$ cat config.mk
export PLATFORM = sky130hd
export DESIGN_NAME = serial_device_flat
export DESIGN_NICKNAME = d
export VERILOG_FILES = /design/src/rtl/serial_pkg.sv /design/src/rtl/serial_link_if.sv /design/src/rtl/serial_device.sv /design/src/flat_wrapper.sv
export VERILOG_INCLUDE_DIRS = /design/src /design/src/rtl
export SDC_FILE = /design/constraint.sdc
export NUM_CORES = 1
export LEC_CHECK = 0
export ABC_AREA = 1
export BUFFER_PORTS_ARGS = -buffer_cell sky130_fd_sc_hd__buf_4
export CAP_MARGIN = 20
export CORE_MARGIN = 1.5
export CORE_UTILIZATION = 37
export CTS_CLUSTER_SIZE = 8
export DETAILED_ROUTE_END_ITERATION = 12
export SYNTH_ARGS = -nofsm -noshare
export SYNTH_HDL_FRONTEND = slang
export SYNTH_SLANG_ARGS = --single-unit
$ cat constraint.sdc
create_clock -name clk_sys -period 2.57 [get_ports clk_sys]
set_input_delay 0 -clock clk_sys [delete_from_list [all_inputs] [get_ports clk_sys]]
set_output_delay 0 -clock clk_sys [all_outputs]
set_load 0.1 [all_outputs]
$ cat src/rtl/serial_defines.svh
// Constants of the asynchronous serial control block and its remote end.
// Behaviour
// [RULE_01] Loop select feeds transmitter output into receiver.
// [RULE_02] Module enable runs block; clearing sets transmit flags.
// [RULE_03] Transmit invert flips every driven output level.
// [RULE_04] Length select picks 9-bit or 8-bit characters.
// [RULE_05] One start, one stop; 10 or 11 bits.
// [RULE_06] Resume condition: address mark or idle line.
// [RULE_07] Idle ones count after stop or start bit.
// [RULE_08] Parity enable puts parity in top bit.
// [RULE_09] Parity type: odd when set, even when clear.
// [RULE_10] Software keeps parity type steady during characters.
// [RULE_11] Transmit enables gate empty and done flags.
// [RULE_12] Receive enables gate full and idle flags.
// [RULE_13] Transmit enable rise sends a preamble of ones.
// [RULE_14] Transmit disable finishes character, then idles high.
// [RULE_15] Clear-then-set transmit enable queues an idle character.
// [RULE_16] Software leaves enables alone while module disabled.
// [RULE_17] Receive enable gates receiver, flags stay untouched.
// [RULE_18] Standby blocks receiver interrupts; wake clears it.
// [RULE_19] Send break: breaks back to back, then one.
// [RULE_20] Software avoids toggling break right after empty.
// [RULE_21] Ninth bits travel with the data byte.
// [RULE_22] Overrun and noise enables gate error request.
// [RULE_23] Framing and parity enables gate error request.
// [RULE_24] Controls reset to zero; error enables ORed.
`ifndef SERIAL_DEFINES_SVH
`define SERIAL_DEFINES_SVH

// Clock and bit timing; the bit time rounds down to whole cycles.
`define CLK_HZ         25000000
`define BAUD_RATE      9600
`define BIT_CYCLES     (`CLK_HZ / `BAUD_RATE)
`define FRAME_SHORT    4'hA
`define FRAME_LONG     4'hB

// Register indexes on the software port.
`define REG_LINE       3'h0
`define REG_XFER       3'h1
`define REG_NINTH      3'h2
`define REG_STATUS     3'h3
`define REG_DATA       3'h4

// Field positions of line_format_control.
`define LF_LOOP        7
`define LF_EN          6
`define LF_INV         5
`define LF_LEN9        4
`define LF_WAKE        3
`define LF_IDLESTOP    2
`define LF_PAREN       1
`define LF_PARODD      0

// Field positions of transfer_control.
`define XC_TEIE        7
`define XC_TDIE        6
`define XC_RFIE        5
`define XC_IDIE        4
`define XC_TXEN        3
`define XC_RXEN        2
`define XC_SBY         1
`define XC_SBK         0

// Field positions of ninth_bit_error_control; enables sit in bits 3..0.
`define NB_RX8         7
`define NB_TX8         6

// Field positions of the status register.
`define ST_TXE         7
`define ST_TXD         6
`define ST_RXF         5
`define ST_IDLE        4
`define ST_OVR         3
`define ST_NOISE       2
`define ST_FRAME       1
`define ST_PAR         0
`define ST_RX_MASK     8'h3F

`endif

$ cat src/rtl/serial_pkg.sv
// Types shared by both ends of the serial link.
package serial_pkg;
    typedef logic [7:0] byte_t;
    typedef logic [2:0] addr_t;
    typedef logic [8:0] char_t;

    typedef enum logic [1:0] {TX_IDLE = 2'b01, TX_SHIFT = 2'b10} tx_state_e;
    typedef enum logic [1:0] {RX_HUNT = 2'b01, RX_RUN = 2'b10} rx_state_e;

    typedef struct packed {
        byte_t       lineCtl;
        byte_t       xferCtl;
        logic        rx8;
        logic        tx8;
        logic [3:0]  errIe;
        byte_t       status;
        byte_t       seen;
        byte_t       dataRx;
        byte_t       dataTx;
        byte_t       rdata;
        tx_state_e   txState;
        logic [10:0] txShift;
        logic [3:0]  txBits;
        logic [15:0] txTimer;
        logic        txLine;
        logic        pendIdle;
        logic        brkTail;
        logic        oldTxEn;
        logic        rxSync1;
        logic        rxSync2;
        rx_state_e   rxState;
        logic [15:0] rxTimer;
        logic [3:0]  rxBits;
        logic [10:0] rxShift;
        logic [3:0]  ones;
        logic        idleArmed;
        logic        txIrq;
        logic        rxIrq;
        logic        errIrq;
        logic        txd;
    } dev_state_s;

    typedef struct packed {
        tx_state_e   txState;
        logic [10:0] txShift;
        logic [3:0]  txBits;
        logic [15:0] txTimer;
        logic        txd;
        logic        ready;
        logic        sync1;
        logic        sync2;
        rx_state_e   rxState;
        logic [15:0] rxTimer;
        logic [3:0]  rxBits;
        logic [10:0] rxShift;
        char_t       recvData;
        logic        recvValid;
        logic        recvFramingErr;
    } rem_state_s;
endpackage

$ cat src/rtl/serial_link_if.sv
// Two-wire serial link between the device and the remote end.
`timescale 1ns/10ps
interface serial_link_if;
    logic devTx;
    logic remTx;

    // Device drives its transmit wire and listens on the remote one.
    modport device (output devTx, input remTx);
    modport remote (input devTx, output remTx);
endinterface

$ cat src/rtl/serial_device.sv
// Device end: control registers, transmitter and receiver of the serial block.
//
// The address-and-strobe port and the register offsets were left to the implementer.
`timescale 1ns/10ps
`include "serial_defines.svh"
module serial_device #(
    parameter int BIT_CYCLES = `BIT_CYCLES
) (
    // Clock and reset.
    input  wire  logic               clk_sys,
    input  wire  logic               rst_n,
    // Software register port.
    input  wire  serial_pkg::addr_t  addr,
    input  wire  serial_pkg::byte_t  wdata,
    input  wire  logic               wr,
    input  wire  logic               rd,
    output var   serial_pkg::byte_t  rdata,
    // Interrupt requests.
    output logic                     txIrq,
    output logic                     rxIrq,
    output logic                     errIrq,
    // Serial link.
    serial_link_if.device            link
);
    import serial_pkg::*;

    localparam logic [15:0] BIT_LAST = 16'(BIT_CYCLES - 1);
    localparam logic [15:0] BIT_HALF = 16'(BIT_CYCLES / 2);

    dev_state_s s;
    dev_state_s next_s;

    // Builds a transmit frame, start bit in bit 0.
    function automatic logic [10:0] frameBits(byte_t d, logic t8, logic len9, logic parEn, logic parOdd);
        char_t c;
        c = {t8, d};
        if (!len9)
        begin
            c[8] = 1'b1;
        end
        if (parEn && len9)
        begin
            c[8] = (^d) ^ parOdd; // see [RULE_08] see [RULE_09]
        end
        else if (parEn)
        begin
            c[7] = (^d[6:0]) ^ parOdd; // see [RULE_08] see [RULE_09]
        end
        return {1'b1, c, 1'b0}; // see [RULE_05] see [RULE_21]
    endfunction

    // Next-state logic of the whole block.
    always_comb
    begin
        logic        en;
        logic        len9;
        logic [3:0]  frameLen;
        logic        canStart;
        logic        ld;
        logic [10:0] ldShift;
        logic [3:0]  ldCnt;
        logic        rxIn;
        logic        sample;
        logic [10:0] fr;
        logic        msb;
        logic        idleHit;
        en = s.lineCtl[`LF_EN];
        len9 = s.lineCtl[`LF_LEN9];
        frameLen = len9 ? `FRAME_LONG : `FRAME_SHORT; // see [RULE_04] see [RULE_05]
        ld = 1'b0;
        ldShift = '1;
        ldCnt = frameLen;
        rxIn = s.lineCtl[`LF_LOOP] ? s.txd : s.rxSync2; // see [RULE_01]
        sample = 1'b0;
        fr = '0;
        msb = 1'b0;
        idleHit = 1'b0;
        canStart = (s.txState == TX_IDLE) || (s.txTimer == '0 && s.txBits == '0);
        next_s = s;
        next_s.rdata = '0;
        next_s.rxSync1 = link.remTx;
        next_s.rxSync2 = s.rxSync1;

        // Register writes; enables stay put while the module is off.
        if (wr)
        begin
            unique case (addr)
                `REG_LINE:  next_s.lineCtl = wdata;
                `REG_XFER:
                begin
                    next_s.xferCtl = wdata;
                    if (!en)
                    begin
                        next_s.xferCtl[`XC_TXEN] = s.xferCtl[`XC_TXEN]; // see [RULE_16]
                        next_s.xferCtl[`XC_RXEN] = s.xferCtl[`XC_RXEN]; // see [RULE_16]
                    end
                end
                `REG_NINTH:
                begin
                    next_s.tx8 = wdata[`NB_TX8];
                    next_s.errIe = wdata[3:0];
                end
                `REG_DATA:
                begin
                    next_s.dataTx = wdata;
                    next_s.status[`ST_TXE] = 1'b0;
                end
                default: ;
            endcase
        end

        // Register reads; status read arms the two-step flag clear.
        if (rd)
        begin
            unique case (addr)
                `REG_LINE:   next_s.rdata = s.lineCtl;
                `REG_XFER:   next_s.rdata = s.xferCtl;
                `REG_NINTH:  next_s.rdata = {s.rx8, s.tx8, 2'b00, s.errIe};
                `REG_STATUS:
                begin
                    next_s.rdata = s.status;
                    next_s.seen = s.status & `ST_RX_MASK;
                end
                `REG_DATA:
                begin
                    next_s.rdata = s.dataRx;
                    next_s.status = s.status & ~s.seen;
                    next_s.seen = '0;
                end
                default: next_s.rdata = '0;
            endcase
        end

        // A rising transmit enable queues a preamble or idle character.
        next_s.oldTxEn = s.xferCtl[`XC_TXEN];
        if (s.xferCtl[`XC_TXEN] && !s.oldTxEn)
        begin
            next_s.pendIdle = 1'b1; // see [RULE_13] see [RULE_15]
        end

        // Transmit shifter; a new frame may follow the last bit directly.
        if (s.txState == TX_SHIFT && s.txTimer != '0)
        begin
            next_s.txTimer = s.txTimer - 16'h0001;
        end
        else if (s.txState == TX_SHIFT && s.txBits != '0)
        begin
            next_s.txLine = s.txShift[0];
            next_s.txShift = {1'b1, s.txShift[10:1]};
            next_s.txBits = s.txBits - 4'h1;
            next_s.txTimer = BIT_LAST;
        end
        if (canStart)
        begin
            next_s.txState = TX_IDLE;
            next_s.txLine = 1'b1; // see [RULE_14]
            if (s.xferCtl[`XC_TXEN] && s.xferCtl[`XC_SBK])
            begin
                ld = 1'b1;
                ldShift = '0; // see [RULE_19]
                next_s.brkTail = 1'b1;
                next_s.pendIdle = 1'b0;
            end
            else if (s.brkTail)
            begin
                ld = 1'b1;
                ldCnt = 4'h1; // see [RULE_19]
                next_s.brkTail = 1'b0;
            end
            else if (s.xferCtl[`XC_TXEN] && s.pendIdle)
            begin
                ld = 1'b1; // see [RULE_13] see [RULE_15]
                next_s.pendIdle = 1'b0;
            end
            else if (s.xferCtl[`XC_TXEN] && !s.status[`ST_TXE])
            begin
                ld = 1'b1;
                ldShift = frameBits(s.dataTx, s.tx8, len9, s.lineCtl[`LF_PAREN], s.lineCtl[`LF_PARODD]);
                next_s.status[`ST_TXE] = 1'b1;
            end
        end
        if (ld)
        begin
            next_s.txState = TX_SHIFT;
            next_s.txLine = ldShift[0];
            next_s.txShift = {1'b1, ldShift[10:1]};
            next_s.txBits = ldCnt - 4'h1;
            next_s.txTimer = BIT_LAST;
        end

        // Receiver: hunt for a start bit, then sample each bit mid-way.
        if (!(en && s.xferCtl[`XC_RXEN]))
        begin
            next_s.rxState = RX_HUNT; // see [RULE_17]
            next_s.ones = '0;
        end
        else if (s.rxTimer != '0)
        begin
            next_s.rxTimer = s.rxTimer - 16'h0001;
            if (s.rxState == RX_HUNT && !rxIn)
            begin
                next_s.rxState = RX_RUN;
                next_s.rxTimer = BIT_HALF;
                next_s.rxBits = frameLen;
            end
        end
        else
        begin
            sample = 1'b1;
            next_s.rxTimer = BIT_LAST;
            if (s.rxState == RX_HUNT && !rxIn)
            begin
                next_s.rxState = RX_RUN;
                next_s.rxTimer = BIT_HALF;
                next_s.rxBits = frameLen;
            end
        end

        // Idle counting of ones, inside the frame only when counting after the start bit.
        if (sample && (s.rxState == RX_HUNT || !s.lineCtl[`LF_IDLESTOP]) && rxIn) // see [RULE_07]
        begin
            next_s.ones = (s.ones == 4'hF) ? s.ones : s.ones + 4'h1;
            idleHit = (s.ones + 4'h1 == frameLen);
        end
        else if (sample)
        begin
            next_s.ones = '0;
        end

        // Sampled bits of a running frame, with the stop bit closing it.
        if (sample && s.rxState == RX_RUN)
        begin
            next_s.rxShift = {rxIn, s.rxShift[10:1]};
            next_s.rxBits = s.rxBits - 4'h1;
            if (s.rxBits == frameLen && rxIn)
            begin
                next_s.rxState = RX_HUNT;
                next_s.status[`ST_NOISE] = 1'b1;
            end
            else if (s.rxBits == 4'h1)
            begin
                next_s.rxState = RX_HUNT;
                fr = len9 ? next_s.rxShift : {1'b0, next_s.rxShift[10:1]};
                msb = len9 ? fr[9] : fr[8];
                if (s.xferCtl[`XC_SBY] && s.lineCtl[`LF_WAKE] && msb)
                begin
                    next_s.xferCtl[`XC_SBY] = 1'b0; // see [RULE_06] see [RULE_18]
                end
                if (!s.xferCtl[`XC_SBY] || (s.lineCtl[`LF_WAKE] && msb))
                begin
                    if (s.status[`ST_RXF])
                    begin
                        next_s.status[`ST_OVR] = 1'b1;
                    end
                    else
                    begin
                        next_s.dataRx = fr[8:1];
                        next_s.rx8 = len9 ? fr[9] : fr[8]; // see [RULE_21]
                        next_s.status[`ST_RXF] = 1'b1;
                        next_s.idleArmed = 1'b1;
                        if (!(len9 ? fr[10] : fr[9]))
                        begin
                            next_s.status[`ST_FRAME] = 1'b1;
                        end
                        if (s.lineCtl[`LF_PAREN] && ((len9 ? ^fr[9:1] : ^fr[8:1]) != s.lineCtl[`LF_PARODD]))
                        begin
                            next_s.status[`ST_PAR] = 1'b1; // see [RULE_08] see [RULE_09]
                        end
                    end
                end
            end
        end

        // An idle character either wakes the receiver or raises the idle flag.
        if (idleHit && s.xferCtl[`XC_SBY] && !s.lineCtl[`LF_WAKE])
        begin
            next_s.xferCtl[`XC_SBY] = 1'b0; // see [RULE_06] see [RULE_18]
        end
        else if (idleHit && s.idleArmed && !s.xferCtl[`XC_SBY])
        begin
            next_s.status[`ST_IDLE] = 1'b1;
            next_s.idleArmed = 1'b0;
        end

        // A disabled module parks the transmitter and reports it empty.
        if (!en)
        begin
            next_s.status[`ST_TXE] = 1'b1; // see [RULE_02]
            next_s.txState = TX_IDLE;
            next_s.txLine = 1'b1;
            next_s.pendIdle = 1'b0;
            next_s.brkTail = 1'b0;
        end
        next_s.status[`ST_TXD] = next_s.status[`ST_TXE] && next_s.txState == TX_IDLE
                                 && !next_s.pendIdle && !next_s.brkTail; // see [RULE_02]
        next_s.txd = next_s.txLine ^ next_s.lineCtl[`LF_INV]; // see [RULE_03]

        // Interrupt requests from flags and their enables.
        next_s.txIrq = next_s.lineCtl[`LF_EN]
                       && ((next_s.status[`ST_TXE] && next_s.xferCtl[`XC_TEIE])
                       || (next_s.status[`ST_TXD] && next_s.xferCtl[`XC_TDIE])); // see [RULE_02] see [RULE_11]
        next_s.rxIrq = !next_s.xferCtl[`XC_SBY]
                       && ((next_s.status[`ST_RXF] && next_s.xferCtl[`XC_RFIE])
                       || (next_s.status[`ST_IDLE] && next_s.xferCtl[`XC_IDIE])); // see [RULE_12] see [RULE_18]
        next_s.errIrq = |(next_s.status[3:0] & next_s.errIe); // see [RULE_22] see [RULE_23] see [RULE_24]
    end

    // State register; controls clear, transmit flags and line levels set.
    always_ff @(posedge clk_sys or negedge rst_n)
    begin
        if (!rst_n)
        begin
            s <= '0; // see [RULE_24]
            s.status <= 8'hC0;
            s.txState <= TX_IDLE;
            s.rxState <= RX_HUNT;
            s.txLine <= 1'b1;
            s.txd <= 1'b1;
            s.rxSync1 <= 1'b1;
            s.rxSync2 <= 1'b1;
        end
        else
        begin
            s <= next_s;
        end
    end

    // Outputs straight from the state register.
    assign rdata = s.rdata;
    assign txIrq = s.txIrq;
    assign rxIrq = s.rxIrq;
    assign errIrq = s.errIrq;
    assign link.devTx = s.txd;
endmodule

$ cat src/flat_wrapper.sv
// flat-port wrapper written by rule: the top's interface ports become plain ports
module serial_device_flat import serial_pkg::*;
#(
    parameter int BIT_CYCLES = `BIT_CYCLES
)
  (clk_sys, rst_n, addr, wdata, wr, rd, rdata, txIrq, rxIrq, errIrq, link_devTx, link_remTx);
  serial_link_if link_i ();
  input  wire  logic clk_sys;
  input  wire  logic rst_n;
  input  wire  serial_pkg::addr_t addr;
  input  wire  serial_pkg::byte_t wdata;
  input  wire  logic wr;
  input  wire  logic rd;
  output var   serial_pkg::byte_t rdata;
  output logic txIrq;
  output logic rxIrq;
  output logic errIrq;
  output wire logic [$bits(link_i.devTx)-1:0] link_devTx;
  input wire logic [$bits(link_i.remTx)-1:0] link_remTx;
  assign link_devTx = link_i.devTx;
  assign link_i.remTx = link_remTx;
  serial_device #(.BIT_CYCLES(BIT_CYCLES)) u_core (.clk_sys(clk_sys), .rst_n(rst_n), .addr(addr), .wdata(wdata), .wr(wr), .rd(rd), .rdata(rdata), .txIrq(txIrq), .rxIrq(rxIrq), .errIrq(errIrq), .link(link_i));
endmodule
* Yosys cells after proc, flatten, opt, wreduce, memory -nomap -nowiden
Cells that the tools add are included.
** Word-level totals
- Register bits after elaboration :: 143
- Input port bits :: 16
- Logic and storage cells :: 236
** Operators by class
- $add $sub $neg :: 6
- Equal/unequal tests :: 17
- Mux-type cells :: 101
- Bitwise logic cells :: 8
- Reduce and logical (&&, ||, !) cells :: 71
** Operator list (number)
- 22-bit two-way mux :: 3
- 11-bit two-way mux :: 5
- 1-bit two-way mux :: 54
- 15-bit two-way mux :: 3
- 4-bit two-way mux :: 10
- 8-bit one-hot mux with 5 select lines :: 1
- 34-bit two-way mux :: 1
- 16-bit two-way mux :: 2
- 32-bit two-way mux :: 1
- 16-bit nonzero test :: 2
- 16-bit by 1-bit subtractor with 16-bit output (second input constant) :: 2
- 1-bit logical AND :: 31
- 2-bit two-way mux :: 12
- 8-bit two-way mux :: 3
- 16-bit logical NOT :: 1
- 8-bit one-hot mux with 2 select lines :: 1
- 2-bit AND reduction :: 8
- 8-bit XOR reduction :: 2
- 4-bit by 1-bit subtractor with 4-bit output (second input constant) :: 3
- 10-bit two-way mux :: 1
- 1-bit logical NOT :: 9
- 9-bit XOR reduction :: 1
- 8-bit AND :: 1
- 4-bit == test :: 2
- 28 further kinds :: 44

* Longest topological paths before layout
- Depth after elaboration :: 18
- Gate-level depth with buffers :: 15

* Least setup slack after synthesis
OpenSTA, ideal clock, no wires.
- Kind :: reg-to-reg
- Start point :: register u_core.s[64] (netlist name)
- End point :: register u_core.s[65] (netlist name)
- Library setup time :: 0.121 ns
- Arrival :: 1.823 ns
- Required time :: 2.449 ns
- Slack :: 0.627 ns
- Cell stages (with the launch flop) :: 13
- Period minus slack after synthesis :: 1.943 ns
- Cell sequence :: dfrtp_1 > inv_1 > ha_1 > nor3b_1 > nand3_2 > nand2_4 > nand2_1 > o21ai_2 > ha_1 > nand2_1 > o21ai_0 > nand2_1 > o21ai_1
** On the way
- Word-level cells in the longest chain between the ends :: 6
** Ends and longest elaborated chain
- from (decl) :: RTL line serial_device.sv:30 : dev_state_s s;
- from (signal assigned) :: RTL line serial_device.sv:324 : s <= next_s;
- 4-bit logical NOT :: RTL line serial_device.sv:78 : canStart = (s.txState == TX_IDLE) || (s.txTimer == '0 && s.txBits == '0);
- 1-bit logical AND :: RTL line serial_device.sv:78
- 1-bit logical OR :: RTL line serial_device.sv:78
- 4-bit two-way mux / 1-bit two-way mux (equally long branches) :: RTL line serial_device.sv:153 : if (canStart)
- 4-bit by 1-bit subtractor with 4-bit output (tied with other cells) :: RTL line serial_device.sv:187 : next_s.txBits = ldCnt - 4'h1;
- 34-bit two-way mux / 2-bit AND reduction (equally long branches)
Several ways; a longest one is shown, not always the timed one. The select of a mux whose other input is x is not followed.
A chain may end at the register's enable or synchronous reset.

* Worst setup path in the final report
Same ends and word-level chain as after synthesis.

==> results.toml <==
[synth]
ys_ff_latch = 139
synth_edf_count = 0
synthArstFlopShare = 1.00
synth_warnings = 0
yosysUniqueCellTypes = 57
syn_inst = 989
syn-cell-area_sq_mm = 0.00779
syn_avg_cell_area_sq_um = 7.88
ys.flop_type = "dfrtp_1"
ys_seq_area_frac = 0.448
synth_fp_nets = 1014

[setup_path]
crit_type = "flip-flop to flip-flop"
reg2reg_depth = 12
cp_data_required_time_ns = 2.87
cp_max_fo = 8
worst_setup_path_end_kind = "flip-flop"
crit_arrival_ns = 2.49
cp_slowest_cell = "dfrtp_1"
rr_startpoint = "u_core.s[64]"
r2r_setup_slack_ns = 0.38
path_cells = "inv_1 -> ha_1 -> nor3b_1 -> nand3_2 -> nand2_4 -> nand2_1 -> nor2_1 -> ha_1 -> nand2_1 -> o21ai_0 -> nand2_1 -> o21ai_1"
cp_slowest_stage_delay_ns = 0.40
timing.rr.end = "u_core.s[65]"
crit_top_cell = "nand2_1"
startpoint_type = "flip-flop"

[clock_tree]
clockBufferDepth = 2
cts_tree = "built"
cts_setup_buffers = 0
cts_sinks = 139
clockRootBuffer = "clkbuf_16"
cts_buffers = 17
path_clk_slew_ns = 0.06
htreeDepth = 4
clk-insertion-delay-late_ns = 0.42

[timing]
period_minus_slack_ns = 2.19
tightestPinTransition_ns = 0.731
max_freq_ghz = 0.457
hold_violations = 0
period_share = 0.851
slew_headroom = 0.510
rsz0062_at_grt = "no"
finalMaxSlewViolations = 0
finalSetupViolations = 0
finClkSkew_ns = 0.00647
fin_setup_tns_ns = 0

[cells_and_area]
nets = 1051
antenna_cells = 0
fin_area_sq_mm = 0.00894
drive_above_1_share = 0.149
areaGrowthSynthToFinish_pct = 14.7

[routing]
drtPass1Iterations = 7
routedWlPerCell_microns = 14.2
drc = 0
postRouteAntennaNets = 0
drt_wl_total_microns = 18600
vias = 6381
dr.first_iter.drc_count = 428
vias_per_cell = 4.87

[power]
p_sw_uw = 3380
p_sw_frac = 0.392
clockPowerShare = 0.288
ir_drop_v = 0.000397
p_seq_frac = 0.364
p_leak_uw = 0.00433
comb_power_share = 0.348
powerDensity_mw_per_mm2 = 965
p_int_uw = 5250

[placement]
portBuffers = 27
placed_cell_area_sq_mm = 0.00822
gp_congestion = 0.862
hpwl_microns = 13500

[grt]
grt_max_degree = 73
grt_usage = 0.180
gr-total-overflow = 0
grt_pass1_wl_microns = 31200
grt_antenna_before_repair = 0
grt_pass1_vias = 6150

[hold_path]
min-delay-start = "addr[2]"
hold_end = "u_core.rdata[0]"
whs_path_depth = 5
hold_class = "input port to flip-flop"

[die]
die_h_microns = 148
core_area_sq_mm = 0.0204
initial_core_util = 0.381
dieArea_sq_mm = 0.0219
die_x_microns = 148
ios = 28
rows = 52

[run]
maxCapViolCount = 0

[run_status]
status = "complete, no violations"
## worst max-delay path: cells and delay by family, from the launching register on
| family | cells | cell delay [ns] |
|---|---|---|
| flip-flops | 1 | 0.40 |
| AO/OA/AOI/OAI | 2 | 0.13 |
| buffers and inverters | 1 | 0.07 |
| AND/OR/NAND/NOR | 7 | 1.04 |
| adder cells (fa/ha/maj) | 2 | 0.42 |
## state kept, by name, indices dropped and copies added, names as in the netlist
name	flops
u_core.rdata	8
u_core.next_s	2
u_core.link.devTx	1
u_core.s	125
u_core.txIrq	1
u_core.errIrq	1
u_core.rxIrq	1
## synthesized netlist by cell type, types with 12 or more instances
cell type / n / area (sq um)
a21oi_1: 28 / 140
buf_2: 12 / 60.1
dfrtp_1: 131 / 3280
inv_1: 114 / 428
inv_2: 13 / 48.8
nand2_1: 280 / 1050
nand3_1: 45 / 225
nand4_1: 12 / 75.1
nor2_1: 69 / 259
nor2_2: 14 / 87.6
o21ai_0: 86 / 430
o21ai_1: 28 / 140
xor2_1: 22 / 193
## placed cells by master, fill, tap and decap left out, drive strengths merged, types with 9 or more instances in the layout
cell / netlist / layout
a21oi: 29 / 29
buf: 27 / 40
clkbuf: 7 / 20
dfrtp: 131 / 131
dlygate4sd3: 0 / 12
ha: 9 / 9
inv: 127 / 127
nand2: 293 / 293
nand3: 50 / 50
nand4: 14 / 14
nor2: 89 / 89
nor3: 10 / 10
o21ai: 123 / 123
o22ai: 9 / 9
xor2: 22 / 22
## timing repair
action                                 in CTS  in global routing
setup endpoints to repair                   0                  0
gates resized for setup                     0                  0
hold buffers                               12                  0
endpoints found under the hold margin      98                  0
## power by group through the flow
stage	sequential, uW	clock [uW]	combinational, uW
after global routing	3210	2650	3380
after global placement	3160	0	2930
after detailed placement	3160	0	2990
after CTS	3140	2550	3020
after floorplan	3210	0	2270
final	3140	2480	3000
## per-layer routing
| metal | vias up | track usage | part of all wire |
|---|---|---|---|
| li1 | 3254 | - | - |
| met1 | 3010 | 0.241 | 0.48 |
| met2 | 95 | 0.292 | 0.48 |
| met3 | 22 | 0.0380 | 0.030 |
| met4 | 0 | 0.0599 | 0.018 |
| met5 | - | 0 | 0 |
## final cells by class
cell class                 instances  area [sq um]
fill                            2051         11500
multi-input combinational        686          3590
sequential                       139          3490
inverter                         130           489
clock buffer                      20           447
timing repair buffer              52           437
tap                              270           338
clock inverter                    12           149
## worst max path at each step
stage / from / to / slack (ns) / cells past startpoint
floorplan: u_core.s[64] / u_core.s[65] / 0.63 / 12
global placement: u_core.s[64] / u_core.s[65] / 0.50 / 12
detailed placement: u_core.s[64] / u_core.s[65] / 0.38 / 12
CTS: u_core.s[64] / u_core.s[65] / 0.37 / 12
global route: u_core.s[65] / u_core.s[65] / 0.19 / 12
finish: u_core.s[64] / u_core.s[65] / 0.38 / 12
## stage by stage
step | hold WS (ns) | utilization | power, uW | instances | setup slack [ns]
finish | 0.0540 | 0.438 | 8630 | 1309 | 0.384
global route | 0.0609 | 0.438 | 9240 | 1309 | 0.188
CTS | 0.0451 | 0.438 | 8710 | 1309 | 0.367
detailed placement | 0.0672 | 0.402 | 6150 | 1265 | 0.384
global placement | 0.0720 | 0.402 | 6090 | 1265 | 0.497
floorplan | -0.296 | - | 5480 | 989 | 0.627
## cell families (layout without fill, tap and decap cells)
family / count (synthesis) / after routing / share of synthesized area
simple gates: 461 / 461 / 0.270
xor+xnor: 28 / 28 / 0.0315
buf+inv: 164 / 214 / 0.0914
compound gates: 187 / 187 / 0.144
flops: 139 / 139 / 0.448
mux: 1 / 1 / 0.00145
fa+ha+maj: 9 / 9 / 0.0145
Power figures use the tool's default switching activity.
